==> config.mk <==
export PLATFORM = sky130hd
export DESIGN_NAME = plrs_top
export DESIGN_NICKNAME = d
export VERILOG_FILES = /design/src/verilog/plrs_pkg.sv /design/src/verilog/plrs_top.sv
export VERILOG_INCLUDE_DIRS = /design/src /design/src/verilog
export SDC_FILE = /design/constraint.sdc
export NUM_CORES = 1
export LEC_CHECK = 0
export BUFFER_PORTS_ARGS = -buffer_cell sky130_fd_sc_hd__buf_2
export CORE_MARGIN = 8
export CORE_UTILIZATION = 45
export CTS_CLUSTER_SIZE = 30
export DETAILED_ROUTE_END_ITERATION = 12
export PLACE_DENSITY = 0.74
export SYNTH_ARGS = -nofsm -noshare
export SYNTH_HDL_FRONTEND = slang
export SYNTH_SLANG_ARGS = --single-unit
==> constraint.sdc <==
create_clock -name sys_clk -period 3.1 [get_ports sys_clk]
set_input_delay 0.155 -clock sys_clk [delete_from_list [all_inputs] [get_ports sys_clk]]
set_output_delay 0.155 -clock sys_clk [all_outputs]
set_load 0.01 [all_outputs]
==> src/verilog/plrs_consts.svh <==
// constants for the led, reset and strap block: offsets, fields, resets, timing
// assumes inclusion by bare name from the bench, the checker and the top module
`ifndef PLRS_CONSTS_SVH
`define PLRS_CONSTS_SVH

`define PLRS_ADDR_W 8
`define PLRS_DATA_W 16

`define PLRS_OFF_CTRL 8'h00
`define PLRS_OFF_STATUS 8'h04
`define PLRS_OFF_PHY_CONTROL 8'h08

`define PLRS_CTRL_IRQ_PIN_SEL 0
`define PLRS_CTRL_DUPLEX_SEL 1
`define PLRS_CTRL_IRQ_EN 2

`define PLRS_STAT_IRQ_PEND 0
`define PLRS_STAT_POWER_DOWN 1
`define PLRS_STAT_ISOLATE 2
`define PLRS_STAT_LINK 3
`define PLRS_STAT_SPEED100 4
`define PLRS_STAT_ADDR_LSB 8
`define PLRS_STAT_ADDR_MSB 12

`define PLRS_ADDR_MSB 4
`define PLRS_PHY_ADDR_RESET 5'h01
`define PLRS_PHY_ADDR_ISOLATE 5'h00
`define PLRS_DATA_ZERO 16'h0000

`define PLRS_LED_MODE1 2'h1
`define PLRS_LED_MODE2 2'h2
`define PLRS_LED_MODE3 2'h3

`define PLRS_CLK_PERIOD_NS 25
`define PLRS_RESET_MIN_NS 1000
`define PLRS_BLINK_HALF_NS 50000000
`define PLRS_BLINK_CNT_W 22

`endif

==> src/verilog/plrs_pkg.sv <==
// types shared by the led, reset and strap block
// assumes plrs_consts.svh sits on the include path
`default_nettype none

package plrs_pkg;

	typedef struct packed {
		logic link;
		logic speed100;
		logic fullDuplex;
		logic txActive;
		logic rxActive;
		logic collision;
	} plrs_link_status_t;

	typedef struct packed {
		logic irqEnable;
		logic duplexSel;
		logic irqPinSel;
	} plrs_ctrl_t;

	typedef enum logic [1:0] {
		PLRS_ST_SAMPLE = 2'b01,
		PLRS_ST_RUN = 2'b10
	} plrs_state_t;

endpackage

`default_nettype wire

==> src/verilog/plrs_top.sv <==
// status leds, reset, power-down/interrupt pin and phy address straps
// assumes one 40 MHz clock, synchronous pins and a simple strobe register port
//
// The register addresses and the plain strobed port were chosen for this implementation.
`timescale 1ns/1ps
`include "plrs_consts.svh"
`default_nettype none

module plrs_top #(
	parameter int unsigned BLINK_HALF_CYCLES = `PLRS_BLINK_HALF_NS / `PLRS_CLK_PERIOD_NS
) (
	input wire logic sys_clk,
	input wire logic reset_n,
	input wire logic [`PLRS_ADDR_W-1:0] regAddr,
	input wire logic [`PLRS_DATA_W-1:0] regWrData,
	input wire logic regWrite,
	input wire logic regRead,
	output logic [`PLRS_DATA_W-1:0] regRdData,
	input wire logic [1:0] ledMode,
	input wire plrs_pkg::plrs_link_status_t linkStatus,
	input wire logic irqEvent,
	output logic linkIndicator,
	output logic speedIndicator,
	output logic activityCollisionIndicator,
	output logic ledOe,
	input wire logic [`PLRS_ADDR_MSB:0] phyAddrStrapIn,
	output logic [`PLRS_ADDR_MSB:0] phyAddrStrapOut,
	output logic [`PLRS_ADDR_MSB:0] phyAddrStrapOe,
	input wire logic colFunc,
	input wire logic [3:0] rxdFunc,
	input wire logic powerdownOrIrqIn,
	output logic powerdownOrIrqOut,
	output logic powerdownOrIrqOe,
	output logic powerDown,
	output logic isolate,
	output logic [`PLRS_ADDR_MSB:0] phyAddr
);

	plrs_pkg::plrs_state_t state;
	plrs_pkg::plrs_ctrl_t ctrl;
	logic irqPending;
	logic [`PLRS_BLINK_CNT_W-1:0] blinkCnt;
	logic blinkTick;
	logic blinkPhase;
	logic activity;
	logic running;
	logic writeCtrl;
	logic writeStatus;
	logic writePhyCtrl;
	logic [`PLRS_DATA_W-1:0] next_rdData;
	logic next_link;
	logic next_actCol;
	logic blinkWrap;
	logic irqSet;
	logic irqClear;
	logic [`PLRS_DATA_W-1:0] ctrlWord;
	logic [`PLRS_DATA_W-1:0] statusWord;
	logic [`PLRS_DATA_W-1:0] phyCtrlWord;

	function automatic logic regHit(
		input logic [`PLRS_ADDR_W-1:0] addr,
		input logic [`PLRS_ADDR_W-1:0] offset
	);
		regHit = (addr == offset);
	endfunction

	// lit while linked, dark in the odd half of the blink period
	function automatic logic blinkedLink(
		input logic link,
		input logic phase
	);
		blinkedLink = link & ~phase;
	endfunction

	assign running = (state == plrs_pkg::PLRS_ST_RUN);
	assign activity = linkStatus.txActive | linkStatus.rxActive;
	assign writeCtrl = regWrite & regHit(regAddr, `PLRS_OFF_CTRL);
	assign writeStatus = regWrite & regHit(regAddr, `PLRS_OFF_STATUS);
	assign writePhyCtrl = regWrite & regHit(regAddr, `PLRS_OFF_PHY_CONTROL);
	assign blinkWrap = (blinkCnt == `PLRS_BLINK_CNT_W'(BLINK_HALF_CYCLES - 1));
	assign irqSet = irqEvent & running;
	assign irqClear = writeStatus & regWrData[`PLRS_STAT_IRQ_PEND];

	// async reset entry
	// the reset pin is used directly; any low level re-inits, so a 1 us hold always does
	// sample then run
	always_ff @(posedge sys_clk or negedge reset_n) begin
		if (!reset_n) begin
			state <= plrs_pkg::PLRS_ST_SAMPLE;
		end else begin
			case (state)
				plrs_pkg::PLRS_ST_SAMPLE: begin
					state <= plrs_pkg::PLRS_ST_RUN;
				end
				plrs_pkg::PLRS_ST_RUN: begin
					state <= plrs_pkg::PLRS_ST_RUN;
				end
				default: begin
					state <= plrs_pkg::PLRS_ST_SAMPLE;
				end
			endcase
		end
	end

	// unstrapped default one
	// straps caught on the first edge after release, never under the async reset
	always_ff @(posedge sys_clk or negedge reset_n) begin
		if (!reset_n) begin
			phyAddr <= `PLRS_PHY_ADDR_RESET;
		end else if (!running) begin
			phyAddr <= phyAddrStrapIn;
		end else if (writePhyCtrl) begin
			phyAddr <= regWrData[`PLRS_ADDR_MSB:0];
		end
	end

	always_ff @(posedge sys_clk or negedge reset_n) begin
		if (!reset_n) begin
			isolate <= 1'b0;
		end else if (!running) begin
			isolate <= (phyAddrStrapIn == `PLRS_PHY_ADDR_ISOLATE);
		end
	end

	always_ff @(posedge sys_clk or negedge reset_n) begin
		if (!reset_n) begin
			ctrl <= '0;
		end else if (writeCtrl) begin
			ctrl.irqPinSel <= regWrData[`PLRS_CTRL_IRQ_PIN_SEL];
			ctrl.duplexSel <= regWrData[`PLRS_CTRL_DUPLEX_SEL];
			ctrl.irqEnable <= regWrData[`PLRS_CTRL_IRQ_EN];
		end
	end

	// sticky interrupt; a new event beats a same-cycle write-one clear
	always_ff @(posedge sys_clk or negedge reset_n) begin
		if (!reset_n) begin
			irqPending <= 1'b0;
		end else if (irqSet) begin
			irqPending <= 1'b1;
		end else if (irqClear) begin
			irqPending <= 1'b0;
		end
	end

	// power-down function default
	// pin only counts as power-down while the irq function is off
	always_ff @(posedge sys_clk or negedge reset_n) begin
		if (!reset_n) begin
			powerDown <= 1'b0;
		end else begin
			powerDown <= running & ~ctrl.irqPinSel & ~powerdownOrIrqIn;
		end
	end

	// open-drain interrupt drive
	// output data stays low; only the enable moves, so the pin is never driven high
	always_ff @(posedge sys_clk or negedge reset_n) begin
		if (!reset_n) begin
			powerdownOrIrqOut <= 1'b0;
		end else begin
			powerdownOrIrqOut <= 1'b0;
		end
	end

	// enable needs the pin handed over, the source allowed and an event pending
	always_ff @(posedge sys_clk or negedge reset_n) begin
		if (!reset_n) begin
			powerdownOrIrqOe <= 1'b0;
		end else begin
			powerdownOrIrqOe <= ctrl.irqPinSel & ctrl.irqEnable & irqPending;
		end
	end

	always_ff @(posedge sys_clk or negedge reset_n) begin
		if (!reset_n) begin
			blinkCnt <= '0;
		end else if (blinkWrap) begin
			blinkCnt <= '0;
		end else begin
			blinkCnt <= blinkCnt + 1'b1;
		end
	end

	// one-cycle enable per half period; the only slower rate in the block
	always_ff @(posedge sys_clk or negedge reset_n) begin
		if (!reset_n) begin
			blinkTick <= 1'b0;
		end else begin
			blinkTick <= blinkWrap;
		end
	end

	// phase restarts on idle so a burst always opens with the led lit
	always_ff @(posedge sys_clk or negedge reset_n) begin
		if (!reset_n) begin
			blinkPhase <= 1'b0;
		end else if (!activity) begin
			blinkPhase <= 1'b0;
		end else if (blinkTick) begin
			blinkPhase <= ~blinkPhase;
		end
	end

	// mode input decode
	// an unused mode value falls back to mode 1 behaviour
	always_comb begin
		next_link = linkStatus.link;
		case (ledMode)
			`PLRS_LED_MODE2: begin
				next_link = blinkedLink(linkStatus.link, blinkPhase);
			end
			`PLRS_LED_MODE3: begin
				next_link = blinkedLink(linkStatus.link, blinkPhase);
			end
			default: begin
				next_link = linkStatus.link;
			end
		endcase
	end

	// act/col source per mode; mode 0 shows activity like mode 1
	always_comb begin
		next_actCol = activity;
		case (ledMode)
			`PLRS_LED_MODE2: begin
				next_actCol = linkStatus.collision;
			end
			`PLRS_LED_MODE3: begin
				next_actCol = ctrl.duplexSel ? linkStatus.fullDuplex : linkStatus.collision;
			end
			default: begin
				next_actCol = activity;
			end
		endcase
	end

	always_ff @(posedge sys_clk or negedge reset_n) begin
		if (!reset_n) begin
			linkIndicator <= 1'b0;
		end else begin
			linkIndicator <= running & next_link;
		end
	end

	always_ff @(posedge sys_clk or negedge reset_n) begin
		if (!reset_n) begin
			speedIndicator <= 1'b0;
		end else begin
			speedIndicator <= running & linkStatus.speed100;
		end
	end

	always_ff @(posedge sys_clk or negedge reset_n) begin
		if (!reset_n) begin
			activityCollisionIndicator <= 1'b0;
		end else begin
			activityCollisionIndicator <= running & next_actCol;
		end
	end

	// led pins stay released until the straps have been read
	always_ff @(posedge sys_clk or negedge reset_n) begin
		if (!reset_n) begin
			ledOe <= 1'b0;
		end else begin
			ledOe <= running;
		end
	end

	always_ff @(posedge sys_clk or negedge reset_n) begin
		if (!reset_n) begin
			phyAddrStrapOut <= '0;
		end else begin
			phyAddrStrapOut <= {rxdFunc, colFunc};
		end
	end

	// pins stay released while straps are read, so board resistors set the level
	always_ff @(posedge sys_clk or negedge reset_n) begin
		if (!reset_n) begin
			phyAddrStrapOe <= '0;
		end else begin
			phyAddrStrapOe <= {(`PLRS_ADDR_MSB+1){running}};
		end
	end

	// register words built apart so the select below stays a plain chain
	always_comb begin
		ctrlWord = `PLRS_DATA_ZERO;
		ctrlWord[`PLRS_CTRL_IRQ_PIN_SEL] = ctrl.irqPinSel;
		ctrlWord[`PLRS_CTRL_DUPLEX_SEL] = ctrl.duplexSel;
		ctrlWord[`PLRS_CTRL_IRQ_EN] = ctrl.irqEnable;
	end

	always_comb begin
		statusWord = `PLRS_DATA_ZERO;
		statusWord[`PLRS_STAT_IRQ_PEND] = irqPending;
		statusWord[`PLRS_STAT_POWER_DOWN] = powerDown;
		statusWord[`PLRS_STAT_ISOLATE] = isolate;
		statusWord[`PLRS_STAT_LINK] = linkStatus.link;
		statusWord[`PLRS_STAT_SPEED100] = linkStatus.speed100;
	end

	always_comb begin
		phyCtrlWord = `PLRS_DATA_ZERO;
		phyCtrlWord[`PLRS_ADDR_MSB:0] = phyAddr;
		phyCtrlWord[`PLRS_STAT_ADDR_MSB:`PLRS_STAT_ADDR_LSB] = phyAddrStrapIn;
	end

	// read mux, unmapped offsets read zero
	always_comb begin
		next_rdData = `PLRS_DATA_ZERO;
		if (regHit(regAddr, `PLRS_OFF_CTRL)) begin
			next_rdData = ctrlWord;
		end else if (regHit(regAddr, `PLRS_OFF_STATUS)) begin
			next_rdData = statusWord;
		end else if (regHit(regAddr, `PLRS_OFF_PHY_CONTROL)) begin
			next_rdData = phyCtrlWord;
		end
	end

	// read data valid only in the cycle after the strobe
	always_ff @(posedge sys_clk or negedge reset_n) begin
		if (!reset_n) begin
			regRdData <= `PLRS_DATA_ZERO;
		end else if (regRead) begin
			regRdData <= next_rdData;
		end else begin
			regRdData <= `PLRS_DATA_ZERO;
		end
	end

endmodule

`default_nettype wire
After elaboration in Yosys (flattened, before gate mapping). Cells that the tools add are included.

Bits in registers: 64. Word-level logic and storage cells: 66.

Bitwise logic cells: 17. Reduce and logical (&&, ||, !) cells: 5. $add $sub $neg: 1. Equal/unequal tests: 9. Multiplexer cells: 15.

Operators by type and width (number): 16-bit 2-to-1 mux (3); 22-bit by 1-bit adder with 22-bit output, second input constant (1); 22-bit by 21-bit == test with 1-bit output, second input constant (1); 22-bit 2-to-1 mux (1); 1-bit bitwise AND (13); 13-bit 2-to-1 mux (1); 5-bit 2-to-1 mux (2); 8-bit by 3-bit == test with 1-bit output, second input constant (1); 8-bit by 4-bit == test with 1-bit output, second input constant (1); 8-bit logical NOT (1); 2-bit == test, second input constant (3); 1-bit 2-to-1 mux (6); 5-bit logical NOT (1); 2-bit OR reduction (2); 1-bit NOT (3); 2-bit by 1-bit == test with 1-bit output, second input constant (1); 2-bit 2-to-1 mux (1); 2-bit by 1-bit inequality test with 1-bit output, second input constant (1); 2-bit inequality test, second input constant (1); 1-bit one-hot mux with 2 select lines (1); 2-bit nonzero test (1); 1-bit OR (1).

Longest topological paths before layout.
Depth in word-level cells: 5. Depth in mapped cells: 7. Gate-level depth less buffers: 5.

Worst setup path before layout. No wires, ideal clock.

Path kind: register to register. Start: register blinkCnt[0]. End: register blinkCnt[20]. Library setup time: 0.077 ns. Path slack: 1.341 ns. Required time: 3.023 ns. Arrival time: 1.682 ns. Stages on the path, launching flop included: 7. Cells stage by stage: dfrtp_1 > ha_1 > and4_1 > clkbuf_1 > nand2_1 > or4_1 > a21oi_1.

Cells in the longest elaborated chain, start to end: 2.

RTL lines: from (decl) (RTL line plrs_top.sv:42) `` logic [`PLRS_BLINK_CNT_W-1:0] blinkCnt; ``; from (signal assigned) (RTL line plrs_top.sv:181) `blinkCnt <= blinkCnt + 1'b1;`; 22-bit by 1-bit adder with 22-bit output / 22-bit by 21-bit == test with 1-bit output (equally long branches) (RTL line plrs_top.sv:181, plrs_top.sv:80); 22-bit 2-to-1 mux (*) (RTL line plrs_top.sv:178) `end else if (blinkWrap) begin`.

Every way passes the cells marked *; elsewhere a longest branch is shown, timed or not. A chain may end at the register's enable or synchronous reset.

Worst setup path after layout. Ends and elaborated chain as after synthesis.

==> metrics.json <==
{
  "timing": {
    "fin_crit_sh_pct": 59.93,
    "totalNegativeSetupSlack_ns": 0,
    "worst_max_slew_pin_slew_ns": 0.6504,
    "final-hold-violation-count": 0,
    "final_max_slew_viol_count": 0,
    "grt_setup_unrepaired": "no",
    "skew_ns": 0.007662,
    "max_clock_freq_mhz": 538.3,
    "min_period_ns": 1.858,
    "timing.max_slew.rel_slack_pct": 56.64,
    "setup_viol": 0
  },
  "cells_and_area": {
    "layout_commonest_cell": "sky130_fd_sc_hd__buf_2",
    "layout.nets": 351,
    "stdcell_area_um2": 3131,
    "drive_above_1_share_pct": 31.37,
    "synthToLayoutAreaGrowth_pct": 25.92,
    "final_cell_mix": "sky130_fd_sc_hd__buf_2 (68), sky130_fd_sc_hd__dfrtp_1 (55), sky130_fd_sc_hd__nor2_1 (23), sky130_fd_sc_hd__nand2_1 (13), sky130_fd_sc_hd__nand3_1 (12)",
    "antenna_cells_inserted": 0,
    "instances_no_fill": 378
  },
  "critical_path": {
    "critical_path_fanouts_max": 6,
    "worst-endpoint-required_ns": 3.35,
    "reg2reg_from": "blinkCnt[0]",
    "path_cells": "ha_1 -> and4_1 -> nand2_1 -> or4_1 -> a21oi_1",
    "critical_path.startpoint": "blinkCnt[0]",
    "critPathArrivalTime_ns": 2.11,
    "crit_path_capture_type": "flop",
    "r2r_setup_slack_ns": 1.24,
    "worst_r2r_path_depth": 5,
    "critical_path_start_type": "flop",
    "rr_endpoint": "blinkCnt[20]",
    "crit_slowest_cell": "sky130_fd_sc_hd__or4_1",
    "cp-endpoint": "blinkCnt[20]",
    "path_class": "flop to flop",
    "critical-path-max-stage-delay_ns": 0.52
  },
  "place": {
    "placer_congestion_estimate": 0.8359,
    "dp_cells": 355,
    "dpl.hpwl_um": 4119,
    "detailed_place.area_um2": 2840,
    "port_buffers": 68
  },
  "synthesis": {
    "syn_area_um2": 2486,
    "sequential_element_share_of_the_synthesized_area_pct": 57.47,
    "netlist_instances": 224,
    "synth_area_per_cell_um2": 11.10,
    "async_set_reset_flop_share_out_of_synthesis_pct": 100.0,
    "ys_dominant_reg_cell": "sky130_fd_sc_hd__dfrtp_1",
    "synth-edff-count": 0,
    "yosysTopAreaCell": "sky130_fd_sc_hd__dfrtp_1",
    "synth-seq-cells": 57,
    "ys_top_cells_by_area": "sky130_fd_sc_hd__dfrtp_1 (55%), sky130_fd_sc_hd__buf_4 (3.6%), sky130_fd_sc_hd__nor2_1 (3.5%)",
    "yosys.cell_types.count": 40,
    "netlist.area_leader.share_pct": 55.36,
    "yosysWarnings": 0
  },
  "route": {
    "drt-initial-drc-count": 56,
    "drt-vias-per-instance": 5.045,
    "remaining_drc_errors": 0,
    "detailroute.via_count": 1907,
    "detail_route.wirelength_um": 5446,
    "drt-pass1-iter-count": 4,
    "wl_per_cell_um": 14.41,
    "post_route_antenna_net_violation_count": 0
  },
  "power": {
    "power_density_nw_per_um2": 520.2,
    "power.total_mw": 1.628,
    "ir_worst_vdd_mv": 0.2316,
    "power.leakage_nw": 1.546
  },
  "cts": {
    "worstSkewPairLatency_ns": 0.33,
    "post-cts-setup-buffer-count": 0,
    "worst_setup_hold_path_clk_slew_ns": 0.06,
    "max-clock-path-buffers": 2,
    "clock_tree.htree_level_count": 3,
    "post_cts.resized_instances": 0,
    "tritoncts.num_buffers": 9,
    "cts_tree": "built",
    "clockRootBuffer": "sky130_fd_sc_hd__clkbuf_8",
    "ctsHoldBuffers": 7,
    "clkSinkCount": 57
  },
  "grt": {
    "grt_antenna_before_repair": 0,
    "globalRouteTotalUtil_pct": 13.83,
    "grt_pass1_wl_um": 9197,
    "pin_count_of_the_biggest_net_entering_global_routing": 32,
    "first_global_vias": 1931,
    "gr-total-overflow": 0
  },
  "worst_hold_path": {
    "hold_depth": 2,
    "hold_path_class": "input pin to flop"
  },
  "floorplanning": {
    "i_o_pins": 87,
    "floorplan.die_area_um2": 8160,
    "die_h_um": 90.33,
    "floorplan.core_area_um2": 5405,
    "std_cell_rows": 27,
    "floorplan.initialDensity_pct": 46.00,
    "chipWidth_um": 90.33
  },
  "outcome": {
    "run_status": "finished, final reports clean"
  },
  "flow_run": {
    "maxCapViolations": 0
  }
}
==> critical path: cells and delay by family (launching register included) <==
kind	cells	cell delay, ns
and+or+nand+nor	3	1.04
adders and majority gates	1	0.21
AOI/OAI and AO/OA	1	0.15
DFF	1	0.39
==> metrics by stage <==
stage / setup WS, ns / hold slack [ns] / util, %
finish: 1.242 / 0.02629 / 57.92
global route: 1.129 / 0.03539 / 57.92
CTS: 1.237 / 0.01699 / 57.92
detailed placement: 1.242 / 0.2273 / 52.55
global placement: 1.283 / 0.2133 / 52.55
floorplan: 1.341 / -0.1406 / -
==> area by class of cell <==
type | count | area, um^2
fillers | 468 | 2275
flip-flops and latches | 57 | 1429
multi-input cells | 150 | 939.7
repair buffers | 78 | 432.9
clock buffers | 11 | 141.4
well taps | 72 | 90.09
clock inverters | 5 | 78.83
inverters | 5 | 18.77
==> routing by layer <==
metal | global-route usage (%) | wire length, um
met3 | 5.403 | 383
met5 | 0 | 0
met2 | 22.45 | 2679
met4 | 5.409 | 55
met1 | 16.04 | 2327
==> Yosys cell counts (2+ instances only) <==
cell type,instances
sky130_fd_sc_hd__buf_4,12
sky130_fd_sc_hd__a2111oi_0,3
sky130_fd_sc_hd__xnor2_1,8
sky130_fd_sc_hd__ha_1,2
sky130_fd_sc_hd__dfrtp_1,55
sky130_fd_sc_hd__or4_4,2
sky130_fd_sc_hd__mux2_2,3
sky130_fd_sc_hd__nand3_1,12
sky130_fd_sc_hd__nor2b_1,6
sky130_fd_sc_hd__and4_1,3
sky130_fd_sc_hd__nand2b_1,3
sky130_fd_sc_hd__o31ai_1,3
sky130_fd_sc_hd__dfstp_2,2
sky130_fd_sc_hd__or4_1,4
sky130_fd_sc_hd__nor4b_1,2
sky130_fd_sc_hd__clkbuf_1,4
sky130_fd_sc_hd__nand2_1,13
sky130_fd_sc_hd__nor3_1,4
sky130_fd_sc_hd__nor2_1,23
sky130_fd_sc_hd__and2_1,2
sky130_fd_sc_hd__or3_1,2
sky130_fd_sc_hd__xor2_1,8
sky130_fd_sc_hd__and3_1,7
sky130_fd_sc_hd__o21ai_0,3
sky130_fd_sc_hd__a21oi_1,9
sky130_fd_sc_hd__inv_1,5
sky130_fd_sc_hd__a22oi_1,2
sky130_fd_sc_hd__nand4_1,6
sky130_fd_sc_hd__mux2i_1,5
==> cells by family after synthesis <==
| kind of cell | count (synthesis) | share of synthesized area [%] |
|---|---|---|
| compound gates | 24 | 6.442 |
| xor+xnor | 16 | 5.637 |
| fa+ha+maj | 2 | 1.006 |
| buf+inv | 23 | 5.636 |
| flops | 57 | 57.47 |
| mux | 8 | 3.372 |
| other cells | 1 | 0.1508 |
| simple gates | 93 | 20.28 |
==> power by group <==
part / switching, mW / leakage (nW) / internal (mW)
sequential: 0.00852 / 0.728 / 0.759
clock: 0.291 / 0.113 / 0.473
combinational: 0.0534 / 0.706 / 0.0431
==> worst min path at each step <==
stage / from / end / slack (ns)
finish: ledMode[1] / linkIndicator / 0.03
global route: ledMode[1] / linkIndicator / 0.04
CTS: ledMode[1] / linkIndicator / 0.02
detailed placement: reset_n / powerdownOrIrqOe / 0.23
global placement: reset_n / regRdData[1] / 0.21
floorplan: reset_n / activityCollisionIndicator / -0.14
==> state kept, by name, summed over array words and instances, names as in the netlist, 2 cells and up <==
name	cells
blinkCnt	22
ctrl	3
phyAddr	5
phyAddrStrapOut	5
regRdData	10
state	2
No activity file was read; power rests on OpenSTA's default activity.
